File: config.mk
export PLATFORM = sky130hd
export DESIGN_NAME = csc_top
export DESIGN_NICKNAME = d
export VERILOG_FILES = /design/src/csc_top.v
export VERILOG_INCLUDE_DIRS = /design/src /design/src/src
export SDC_FILE = /design/constraint.sdc
export NUM_CORES = 1
export LEC_CHECK = 0
export BUFFER_PORTS_ARGS = -buffer_cell sky130_fd_sc_hd__buf_2
export CORE_MARGIN = 2
export CORE_UTILIZATION = 40
export CTS_CLUSTER_SIZE = 25
export DETAILED_ROUTE_END_ITERATION = 10
export HOLD_SLACK_MARGIN = 0.03
export PLACE_DENSITY_LB_ADDON = 0.15
export SLEW_MARGIN = 10
export SYNTH_ARGS = -nofsm -noshare
export SYNTH_HDL_FRONTEND = slang
export SYNTH_SLANG_ARGS = --single-unit
export TNS_END_PERCENT = 30
File: constraint.sdc
create_clock -name i_core_clk -period 2.39 [get_ports i_core_clk]
set_input_delay 0.239 -clock i_core_clk [delete_from_list [all_inputs] [get_ports i_core_clk]]
set_output_delay 0.239 -clock i_core_clk [all_outputs]
set_load 0.05 [all_outputs]
File: src/csc_consts.vh
// constants for the clock source control block
// assumes a 32-bit apb slave with byte addresses
`ifndef CSC_CONSTS_VH
`define CSC_CONSTS_VH

// ==========================================
// register byte offsets
`define CSC_OFS_FAST_START    12'h000
`define CSC_OFS_SLOW_START    12'h008
`define CSC_OFS_EVENT_STATUS  12'h100
`define CSC_OFS_INT_EN_SET    12'h304
`define CSC_OFS_INT_EN_CLR    12'h308
`define CSC_OFS_FAST_REQ      12'h408
`define CSC_OFS_FAST_STAT     12'h40c
`define CSC_OFS_SLOW_REQ      12'h414
`define CSC_OFS_SLOW_STAT     12'h418
`define CSC_OFS_SLOW_SNAP     12'h41c
`define CSC_OFS_SLOW_SEL      12'h518
`define CSC_OFS_FAST_DEB      12'h528
`define CSC_OFS_SLOW_DEB      12'h52c

// ==========================================
// event bit positions
`define CSC_EV_FAST_UP        0
`define CSC_EV_SLOW_UP        1
`define CSC_EV_CAL_DONE       2
`define CSC_EV_CAL_TIMEOUT    3
`define CSC_EV_CAL_BEGAN      4
`define CSC_EV_CAL_HALTED     5
`define CSC_EV_COUNT          6

// ==========================================
// slow source select fields
`define CSC_SRC_LSB           0
`define CSC_SRC_MSB           1
`define CSC_BYPASS_BIT        16
`define CSC_EXTERNAL_BIT      17
`define CSC_STATE_BIT         16
`define CSC_SRC_RC            2'h0
`define CSC_SRC_XTAL          2'h1
`define CSC_SRC_SYNTH         2'h2

// ==========================================
// reset values
`define CSC_RST_INT_EN        6'h00
`define CSC_RST_SLOW_SEL      32'h00000000
`define CSC_RST_FAST_DEB      8'h10
`define CSC_RST_SLOW_DEB      8'h10

// ==========================================
// timing
`define CSC_TICK_CYCLES       16

`endif

File: src/csc_top.v
// clock source control: registers, start sequencing, events
// assumes apb master on i_core_clk; crystal ready pin is asynchronous
//
// Notes on behaviour
// - writing 1 to a disable bit clears that event's enable; reads show enables
// - writing 1 to an enable-set bit sets the same shared enable
// - fast start requested flag sets on fast start task and stays set
// - slow start requested flag sets on slow start task
// - slow status shows active source code and a running bit
// - slow start task copies source select into a read-only snapshot
// - source field is read-write: 0 rc, 1 crystal, 2 synthesized
// - bypass bit 1 bypasses slow crystal with rail-to-rail external clock
// - external bit uses external clock; only valid with crystal source
// - fast start task starts the fast crystal oscillator
// - fast up event after power-up plus programmed debounce time
// - slow start with crystal source starts the slow crystal
// - slow up event after programmed slow debounce time from crystal start
//
// Local design decision: the APB interface to the registers.

`include "csc_consts.vh"

module csc_top #(
	parameter DEB_W       = 8,
	parameter TICK_CYCLES = `CSC_TICK_CYCLES
) (
	input  wire        i_core_clk,
	input  wire        i_rst_b,
	input  wire        i_psel,
	input  wire        i_penable,
	input  wire        i_pwrite,
	input  wire [11:0] i_paddr,
	input  wire [31:0] i_pwdata,
	input  wire        i_fast_xtal_powered,
	input  wire        i_cal_done,
	input  wire        i_cal_timeout,
	input  wire        i_cal_began,
	input  wire        i_cal_halted,
	output reg  [31:0] o_prdata,
	output reg         o_pready,
	output reg         o_pslverr,
	output reg         o_irq,
	output reg         o_fast_xtal_en,
	output reg         o_slow_xtal_en,
	output reg         o_slow_rc_en,
	output reg         o_slow_synth_en,
	output reg         o_slow_bypass,
	output reg         o_slow_external
);

	// ==========================================
	// sequencer states
	localparam [1:0] ST_IDLE     = 2'h0;
	localparam [1:0] ST_POWERUP  = 2'h1;
	localparam [1:0] ST_DEBOUNCE = 2'h2;
	localparam [1:0] ST_RUNNING  = 2'h3;

	localparam [15:0] TICK_LAST = TICK_CYCLES[15:0] - 16'h0001;

	// ==========================================
	// declarations
	reg                       pwr_meta_reg;
	reg                       pwr_sync_reg;
	reg  [15:0]               tick_cnt_reg;
	reg                       tick_reg;
	reg  [`CSC_EV_COUNT-1:0]  int_en_reg;
	reg  [`CSC_EV_COUNT-1:0]  ev_stat_reg;
	reg  [`CSC_EV_COUNT-1:0]  rd_clr_reg;
	reg                       fast_req_reg;
	reg                       slow_req_reg;
	reg  [31:0]               slow_sel_reg;
	reg  [31:0]               slow_snap_reg;
	reg  [DEB_W-1:0]          fast_deb_reg;
	reg  [DEB_W-1:0]          slow_deb_reg;
	reg  [1:0]                fast_st_reg;
	reg  [1:0]                fast_st_next;
	reg  [1:0]                slow_st_reg;
	reg  [1:0]                slow_st_next;
	reg  [DEB_W-1:0]          fast_cnt_reg;
	reg  [DEB_W-1:0]          fast_cnt_next;
	reg  [DEB_W-1:0]          slow_cnt_reg;
	reg  [DEB_W-1:0]          slow_cnt_next;
	reg                       fast_up_pulse;
	reg                       slow_up_pulse;
	reg  [31:0]               rd_data;
	reg                       rd_hit;
	wire                      setup_ph;
	wire                      access_done;
	wire                      wr_done;
	wire                      rd_done;
	wire                      fast_task;
	wire                      slow_task;
	wire                      fast_busy;
	wire                      slow_busy;
	wire [`CSC_EV_COUNT-1:0]  ev_set;
	wire [1:0]                snap_src;

	// ==========================================
	// apb phase decode
	assign setup_ph    = i_psel & ~i_penable;
	assign access_done = i_psel & i_penable & o_pready;
	assign wr_done     = access_done & i_pwrite;
	assign rd_done     = access_done & ~i_pwrite;

	assign fast_task = wr_done & (i_paddr == `CSC_OFS_FAST_START) & i_pwdata[0];
	assign slow_task = wr_done & (i_paddr == `CSC_OFS_SLOW_START) & i_pwdata[0];

	assign fast_busy = (fast_st_reg == ST_POWERUP) | (fast_st_reg == ST_DEBOUNCE);
	assign slow_busy = (slow_st_reg == ST_DEBOUNCE);
	assign snap_src  = slow_snap_reg[`CSC_SRC_MSB:`CSC_SRC_LSB];

	assign ev_set = {i_cal_halted, i_cal_began, i_cal_timeout,
		i_cal_done, slow_up_pulse, fast_up_pulse};

	// ==========================================
	// crystal power-up pin synchroniser
	always @(posedge i_core_clk or negedge i_rst_b) begin
		if (!i_rst_b) begin
			pwr_meta_reg <= 1'b0;
			pwr_sync_reg <= 1'b0;
		end else begin
			pwr_meta_reg <= i_fast_xtal_powered;
			pwr_sync_reg <= pwr_meta_reg;
		end
	end

	// ==========================================
	// debounce tick divider
	always @(posedge i_core_clk or negedge i_rst_b) begin
		if (!i_rst_b) begin
			tick_cnt_reg <= 16'h0000;
			tick_reg     <= 1'b0;
		end else if (tick_cnt_reg == TICK_LAST) begin
			tick_cnt_reg <= 16'h0000;
			tick_reg     <= 1'b1;
		end else begin
			tick_cnt_reg <= tick_cnt_reg + 16'h0001;
			tick_reg     <= 1'b0;
		end
	end

	// ==========================================
	// read mux
	always @* begin
		rd_data = 32'h00000000;
		rd_hit  = 1'b1;
		case (i_paddr)
			`CSC_OFS_FAST_START: rd_data = 32'h00000000;
			`CSC_OFS_SLOW_START: rd_data = 32'h00000000;
			`CSC_OFS_EVENT_STATUS: rd_data[`CSC_EV_COUNT-1:0] = ev_stat_reg;
			`CSC_OFS_INT_EN_SET: rd_data[`CSC_EV_COUNT-1:0] = int_en_reg;
			`CSC_OFS_INT_EN_CLR: rd_data[`CSC_EV_COUNT-1:0] = int_en_reg;
			`CSC_OFS_FAST_REQ: rd_data[0] = fast_req_reg;
			`CSC_OFS_FAST_STAT: rd_data[0] = (fast_st_reg == ST_RUNNING);
			`CSC_OFS_SLOW_REQ: rd_data[0] = slow_req_reg;
			`CSC_OFS_SLOW_STAT: begin
				rd_data[`CSC_SRC_MSB:`CSC_SRC_LSB] = snap_src;
				rd_data[`CSC_STATE_BIT] = (slow_st_reg == ST_RUNNING);
			end
			`CSC_OFS_SLOW_SNAP: rd_data = slow_snap_reg;
			`CSC_OFS_SLOW_SEL: rd_data = slow_sel_reg;
			`CSC_OFS_FAST_DEB: rd_data[DEB_W-1:0] = fast_deb_reg;
			`CSC_OFS_SLOW_DEB: rd_data[DEB_W-1:0] = slow_deb_reg;
			default: rd_hit = 1'b0;
		endcase
	end

	// ==========================================
	// apb answer: ready one cycle after setup, in the first access cycle
	always @(posedge i_core_clk or negedge i_rst_b) begin
		if (!i_rst_b) begin
			o_pready  <= 1'b0;
			o_prdata  <= 32'h00000000;
			o_pslverr <= 1'b0;
			rd_clr_reg <= {`CSC_EV_COUNT{1'b0}};
		end else if (setup_ph) begin
			o_pready  <= 1'b1;
			o_prdata  <= i_pwrite ? 32'h00000000 : rd_data;
			o_pslverr <= ~rd_hit;
			rd_clr_reg <= (!i_pwrite && i_paddr == `CSC_OFS_EVENT_STATUS) ?
				ev_stat_reg : {`CSC_EV_COUNT{1'b0}};
		end else if (access_done) begin
			o_pready  <= 1'b0;
			o_prdata  <= 32'h00000000;
			o_pslverr <= 1'b0;
			rd_clr_reg <= {`CSC_EV_COUNT{1'b0}};
		end
	end

	// ==========================================
	// interrupt enables and sticky event flags
	always @(posedge i_core_clk or negedge i_rst_b) begin
		if (!i_rst_b) begin
			int_en_reg <= `CSC_RST_INT_EN;
		end else if (wr_done && i_paddr == `CSC_OFS_INT_EN_SET) begin
			int_en_reg <= int_en_reg | i_pwdata[`CSC_EV_COUNT-1:0];
		end else if (wr_done && i_paddr == `CSC_OFS_INT_EN_CLR) begin
			int_en_reg <= int_en_reg & ~i_pwdata[`CSC_EV_COUNT-1:0];
		end
	end

	genvar gi;
	generate
		for (gi = 0; gi < `CSC_EV_COUNT; gi = gi + 1) begin : g_ev
			always @(posedge i_core_clk or negedge i_rst_b) begin
				if (!i_rst_b) begin
					ev_stat_reg[gi] <= 1'b0;
				end else if (ev_set[gi]) begin
					ev_stat_reg[gi] <= 1'b1;
				end else if (rd_done && rd_clr_reg[gi]) begin
					ev_stat_reg[gi] <= 1'b0;
				end
			end
		end
	endgenerate

	always @(posedge i_core_clk or negedge i_rst_b) begin
		if (!i_rst_b) begin
			o_irq <= 1'b0;
		end else begin
			o_irq <= |(ev_stat_reg & int_en_reg);
		end
	end

	// ==========================================
	// configuration registers
	always @(posedge i_core_clk or negedge i_rst_b) begin
		if (!i_rst_b) begin
			slow_sel_reg <= `CSC_RST_SLOW_SEL;
		end else if (wr_done && i_paddr == `CSC_OFS_SLOW_SEL) begin
			slow_sel_reg <= 32'h00000000;
			slow_sel_reg[`CSC_SRC_MSB:`CSC_SRC_LSB] <=
				i_pwdata[`CSC_SRC_MSB:`CSC_SRC_LSB];
			slow_sel_reg[`CSC_BYPASS_BIT] <= i_pwdata[`CSC_BYPASS_BIT];
			slow_sel_reg[`CSC_EXTERNAL_BIT] <= i_pwdata[`CSC_EXTERNAL_BIT];
		end
	end

	always @(posedge i_core_clk or negedge i_rst_b) begin
		if (!i_rst_b) begin
			fast_deb_reg <= `CSC_RST_FAST_DEB;
		end else if (wr_done && i_paddr == `CSC_OFS_FAST_DEB && !fast_busy) begin
			fast_deb_reg <= i_pwdata[DEB_W-1:0];
		end
	end

	always @(posedge i_core_clk or negedge i_rst_b) begin
		if (!i_rst_b) begin
			slow_deb_reg <= `CSC_RST_SLOW_DEB;
		end else if (wr_done && i_paddr == `CSC_OFS_SLOW_DEB && !slow_busy) begin
			slow_deb_reg <= i_pwdata[DEB_W-1:0];
		end
	end

	// ==========================================
	// start requested flags and source snapshot
	always @(posedge i_core_clk or negedge i_rst_b) begin
		if (!i_rst_b) begin
			fast_req_reg  <= 1'b0;
			slow_req_reg  <= 1'b0;
			slow_snap_reg <= 32'h00000000;
		end else begin
			if (fast_task) begin
				fast_req_reg <= 1'b1;
			end
			if (slow_task) begin
				slow_req_reg  <= 1'b1;
				slow_snap_reg <= slow_sel_reg;
			end
		end
	end

	// ==========================================
	// fast crystal sequencer
	always @* begin
		fast_st_next  = fast_st_reg;
		fast_cnt_next = fast_cnt_reg;
		fast_up_pulse = 1'b0;
		case (fast_st_reg)
			ST_IDLE: begin
				if (fast_task) begin
					fast_st_next = ST_POWERUP;
				end
			end
			ST_POWERUP: begin
				if (pwr_sync_reg) begin
					fast_st_next  = ST_DEBOUNCE;
					fast_cnt_next = fast_deb_reg;
				end
			end
			ST_DEBOUNCE: begin
				if (fast_cnt_reg == {DEB_W{1'b0}}) begin
					fast_st_next  = ST_RUNNING;
					fast_up_pulse = 1'b1;
				end else if (tick_reg) begin
					fast_cnt_next = fast_cnt_reg - {{(DEB_W-1){1'b0}}, 1'b1};
				end
			end
			ST_RUNNING: begin
				fast_st_next = ST_RUNNING;
			end
			default: begin
				fast_st_next = ST_IDLE;
			end
		endcase
	end

	always @(posedge i_core_clk or negedge i_rst_b) begin
		if (!i_rst_b) begin
			fast_st_reg    <= ST_IDLE;
			fast_cnt_reg   <= {DEB_W{1'b0}};
			o_fast_xtal_en <= 1'b0;
		end else begin
			fast_st_reg    <= fast_st_next;
			fast_cnt_reg   <= fast_cnt_next;
			o_fast_xtal_en <= (fast_st_next != ST_IDLE);
		end
	end

	// ==========================================
	// slow clock sequencer
	always @* begin
		slow_st_next  = slow_st_reg;
		slow_cnt_next = slow_cnt_reg;
		slow_up_pulse = 1'b0;
		if (slow_task) begin
			if (slow_sel_reg[`CSC_SRC_MSB:`CSC_SRC_LSB] == `CSC_SRC_XTAL) begin
				slow_st_next  = ST_DEBOUNCE;
				slow_cnt_next = slow_deb_reg;
			end else begin
				slow_st_next  = ST_POWERUP;
			end
		end else begin
			case (slow_st_reg)
				ST_IDLE: begin
					slow_st_next = ST_IDLE;
				end
				ST_POWERUP: begin
					slow_st_next  = ST_RUNNING;
					slow_up_pulse = 1'b1;
				end
				ST_DEBOUNCE: begin
					if (slow_cnt_reg == {DEB_W{1'b0}}) begin
						slow_st_next  = ST_RUNNING;
						slow_up_pulse = 1'b1;
					end else if (tick_reg) begin
						slow_cnt_next = slow_cnt_reg - {{(DEB_W-1){1'b0}}, 1'b1};
					end
				end
				ST_RUNNING: begin
					slow_st_next = ST_RUNNING;
				end
				default: begin
					slow_st_next = ST_IDLE;
				end
			endcase
		end
	end

	always @(posedge i_core_clk or negedge i_rst_b) begin
		if (!i_rst_b) begin
			slow_st_reg <= ST_IDLE;
			slow_cnt_reg <= {DEB_W{1'b0}};
		end else begin
			slow_st_reg <= slow_st_next;
			slow_cnt_reg <= slow_cnt_next;
		end
	end

	// ==========================================
	// slow oscillator enables from the snapshot
	always @(posedge i_core_clk or negedge i_rst_b) begin
		if (!i_rst_b) begin
			o_slow_xtal_en  <= 1'b0;
			o_slow_rc_en    <= 1'b0;
			o_slow_synth_en <= 1'b0;
			o_slow_bypass   <= 1'b0;
			o_slow_external <= 1'b0;
		end else begin
			o_slow_xtal_en  <= slow_req_reg && snap_src == `CSC_SRC_XTAL;
			o_slow_rc_en    <= slow_req_reg && snap_src == `CSC_SRC_RC;
			o_slow_synth_en <= slow_req_reg && snap_src == `CSC_SRC_SYNTH;
			o_slow_bypass   <= slow_snap_reg[`CSC_BYPASS_BIT];
			o_slow_external <= slow_snap_reg[`CSC_EXTERNAL_BIT]
				&& snap_src == `CSC_SRC_XTAL;
		end
	end

endmodule

# --- Yosys cells after proc, flatten, opt, wreduce, memory -nomap -nowiden ---
# Index checks and enable logic that the tools add are counted.
# W data, S select, Z words.
classes:
  n_eq_ne: 28
  add_sub_neg: 3
  muxes: 54
  n_reduce_logical: 46
  bitwise_logic: 17
op_table:
  columns: ["op", "count"]
  rows:
  - ["$eq A12 B11 Y1 const B", 8]
  - ["$mux W32", 3]
  - ["$mux W8", 8]
  - ["$mux W6", 5]
  - ["$eq A12 B10 Y1 const B", 2]
  - ["$reduce_bool A2 Y1", 12]
  - ["$mux W1", 21]
  - ["$logic_and A1 B1 Y1", 18]
  - ["$add A16 B1 Y16 const B", 1]
  - ["$eq A16 B4 Y1 const B", 1]
  - ["$logic_not A8 Y1", 2]
  - ["$mux W16", 1]
  - ["$pmux W4 S4", 1]
  - ["$pmux W8 S2", 1]
  - ["$sub A8 B1 Y8 const B", 2]
  - ["$reduce_or A13 Y1", 1]
  - ["$and A6 B6 Y6", 2]
  - ["$eq A12 B4 Y1 const B", 1]
  - ["$eq A12 B9 Y1 const B", 1]
  - ["$logic_not A12 Y1", 1]
  - ["$mux W2", 6]
  - ["$eq A2 B2 Y1 const B", 5]
  - ["$and A1 B1 Y1", 9]
  - ["$pmux W1 S9", 1]
  - ["other kinds (19)", 35]
word_totals:
  output_inout_bits: 41
  input_bits: 54
  wordCells: 180
  reg_bits: 124

# --- Longest topological paths before layout ---
depth:
  depth_word: 8
  ltp_mapped: 8
  depth_no_buf: 7

# --- Least setup slack after synthesis ---
# OpenSTA, ideal clock, no wires.
synth_path:
  path_type: "flip-flop to flip-flop"
  startpoint: "reg slow_cnt_reg[0]"
  endpoint: "reg slow_cnt_reg[2]"
  path_stages_with_launch: 8
  n_path_buf: 1
  t_required_ps: 2264
  setup_slack_ps: 331
  arrival_ps: 1933
  setup_time_ps: 126
  cell_sequence: "dfrtp_1 -> inv_1 -> ha_1 -> or4b_1 -> o211ai_1 -> a21oi_1 -> buf_2 -> a221o_1"
synth_via:
  elab_chain_len: 5
  elab_cells_between_ends: 8
  cone_classes: "add/sub (1); eq/ne (1); mux (4); reduce/logical (2)"
synth_rtl:
  columns: ["element", "line_no", "source"]
  rows:
  - ["start: declaration", "csc_top.v:81", "reg [DEB_W-1:0] slow_cnt_reg;"]
  - ["start signal: assignment", "csc_top.v:363", "slow_cnt_reg <= {DEB_W{1'b0}};"]
  - ["start signal: assignment", "csc_top.v:366", "slow_cnt_reg <= slow_cnt_next;"]
  - ["$sub A8 B1 Y8", "csc_top.v:347", "slow_cnt_next = slow_cnt_reg - {{(DEB_W-1){1'b0}}, 1'b1};"]
  - ["$mux W8", "csc_top.v:346", "end else if (tick_reg) begin"]
  - ["$mux W8", "csc_top.v:343", "if (slow_cnt_reg == {DEB_W{1'b0}}) begin"]
  - ["$mux W8", "csc_top.v:334", "case (slow_st_reg)"]
  - ["$mux W8", "csc_top.v:326", "if (slow_task) begin"]
# Parallel ways exist; a longest one is shown, timed or not. The select of a mux whose other input is x is not followed.
# A chain may end at the register's enable or synchronous reset.

# --- Worst setup path in the final report ---
layout_path:
  startpoint: "reg slow_cnt_reg[0]"
  endpoint: "reg slow_cnt_reg[7]"
# The elaborated chain is that of the path after synthesis.

==> impl_metrics.yaml <==
timing:
  fmax_ghz: 0.454
  tns_ps: 0
  setup_viol: 0
  post-route-period-util_pct: 92.1
  finalWorstPathRequiredPeriod_ps: 2200
  rsz0062_at_grt: "no"
  worst_clock_skew_ps: 6.54
  worst_slew_pin_slew_ps: 630
  timing.hold.ws_ps: 62.1
  hold_viol: 0
  relSlewSlack_pct: 57.8
  finalMaxSlewViolations: 0
detailed_routing:
  final_antenna_net_count: 0
  first_pass_iters: 5
  drt_iter0_drc: 288
  avgViaCountPerCell: 5.37
  routed_wl_um: 12400
  drc: 0
  wire_per_inst_um: 16.8
  num_vias: 3980
cts:
  path_clk_slew_ps: 70
  cts.sinks: 102
  cts_tree: "built"
  clk_path_buf_depth: 2
  root_buffer: "clkbuf_16"
  cts_buffers: 9
  cts-htree-levels: 3
  worstSkewPairLatency_ps: 350
setup_path:
  critPathSlowestCell: "or4b_1"
  r2r-end: "slow_cnt_reg[7]"
  cp-end-kind: "flop"
  path_cells: "inv_1, ha_1, or4b_1, o211ai_1, a21oi_2, buf_4, a211o_1, nand3_1"
  crit_fanout: 10
  worstSetupStartpointType: "flop"
  path_class: "flop to flop"
  max_stage_delay_ps: 540
  crit_required_ps: 2680
  cp.arrival_ps: 2490
  reg2reg_from: "slow_cnt_reg[0]"
  rr_worst_depth: 8
  cp-startpoint: "slow_cnt_reg[0]"
  ff2ff_setup_slack_ps: 190
synth:
  synth_warnings: 0
  yosysMostFrequentCell: "dfrtp_1"
  synth_cell_types: 69
  ys_top_cells_by_count: "100 x dfrtp_1, 49 x nand2_1, 30 x mux2_2, 30 x nor2_1"
  syn_avg_cell_area_um2: 10.6
  syn_inst: 492
  seq_area_frac_synth_pct: 48.9
  ys_ff_latch: 102
  async_flop_share_pct: 100
  synth_top_area_cell: "dfrtp_1"
  syn_area_um2: 5220
  yosysTopAreaCellShare_pct: 47.9
  synth_edf_count: 0
  synthTopCellsByArea: "dfrtp_1 48%, mux2_2 6.5%, nand2_1 3.5%, buf_4 3.2%, ha_1 2.6%"
  synth-main-ff-cell: "dfrtp_1"
layout:
  drive_above_1_share_pct: 24.6
  nets: 629
  largest_register_ffs: 16
  fin_area_um2: 6070
  utilization_pct: 47.9
  fillerInstances: 1201
  syn_to_final_growth_pct: 16.3
run:
  maxCapViolCount: 0
grt:
  antenna_found_initial: 2
  grt_pass1_wl_um: 20300
  grt_max_degree: 47
  grt-ovfl-total: 0
  grt_usage_pct: 18.4
  grt_pass1_vias: 3923
die:
  start_util_pct: 41.2
  core-area_um2: 12700
  die_w_um: 118
  io_pins: 95
  row_count: 41
  die_area_um2: 14000
  dieHeight_um: 118
worst_hold_path:
  min_to: "ev_stat_reg[2]"
  hold_path_depth: 2
  hold_class: "input pin to flop"
  min-delay-start: "i_cal_done"
pwr:
  finalPower_uw: 3540
  power.leakage_uw: 0.00294
  p_per_area_nw_per_um2: 583
  ir_drop_v: 0.000447
run_status:
  status: "completed"
place:
  hpwlAfterDp_um: 9400
  place_area_um2: 5730
  globalplace.congestion: 0.843
  io_buffers: 50
==> how the worst max path moves through the flow <==
stage	to	slack [ps]
after floorplan	slow_cnt_reg[2]	330
after global placement	slow_cnt_reg[5]	170
after detailed placement	slow_cnt_reg[1]	120
after CTS	slow_cnt_reg[0]	100
after global routing	slow_cnt_reg[6]	70
final	slow_cnt_reg[7]	190
==> power breakdown <==
group	total, uW	switching (uW)	internal, uW
combinational	248	191	56.9
sequential	1750	14.7	1740
clock	1540	626	911
total	3540	832	2710
==> cell type report <==
type                            count  area, um2  share of cell area (%)
Clock buffer                        9        225                    3.71
Clock inverter                      6       87.6                    1.44
Sequential cell                   102       2550                    42.1
Inverter                           22       82.6                    1.36
Tap cell                          172        215                    3.54
Multi-Input combinational cell    353       2440                    40.2
Timing Repair Buffer               76        465                    7.67
Antenna cell                        1       2.50                  0.0412
==> per-layer routing <==
layer	up-vias	share of wire, %	routed length [um]	track usage (%)
met5	-	0	0	0
met4	0	0.97	121	5.05
met3	12	5.9	739	6.08
met2	97	48	5990	29.5
met1	1973	45	5590	23.9
li1	1898	-	-	-
==> what timing repair did <==
action	4_1_cts	5_1_grt
setup buffers	0	0
hold buffers	2	0
endpoints found under the hold margin	38	0
resized for setup	0	1
setup endpoints to repair	0	7
==> through the flow <==
stage,cells,worst slack (ps)
2_1_floorplan,513,331
3_3_place_gp,723,172
3_5_place_dp,723,117
4_1_cts,740,95.1
5_1_grt,740,70.5
6_report,741,189
==> placed cells by master, fill, tap and decap left out, types with 11 or more instances in the layout <==
master,count
nor3_1,16
dfrtp_1,100
mux2_2,30
a22o_1,11
buf_2,49
o21ai_0,14
nand3_1,13
conb_1,22
inv_1,22
buf_4,24
ha_1,11
nor2_1,30
nand2_1,49
a22oi_1,16
==> critical path: cells and delay by family (launching register included) <==
kind / cells / cell delay (ps)
AOI/OAI and AO/OA: 3 / 640
buffers and inverters: 2 / 280
DFF: 1 / 430
adders and majority gates: 1 / 180
and+or+nand+nor: 2 / 600
==> logic make-up after synthesis <==
| kind of cell | count (synthesis) | synth area share (%) |
|---|---|---|
| other | 1 | 0.0718 |
| multiplexers | 35 | 7.45 |
| buffers and inverters | 58 | 5.97 |
| AO/OA/AOI/OAI | 96 | 13.7 |
| adder cells (fa/ha/maj) | 11 | 2.64 |
| XOR/XNOR | 14 | 2.35 |
| AND/OR/NAND/NOR | 175 | 18.9 |
| flip-flops | 102 | 48.9 |
Note: power is estimated with default switching activity, not from simulation.
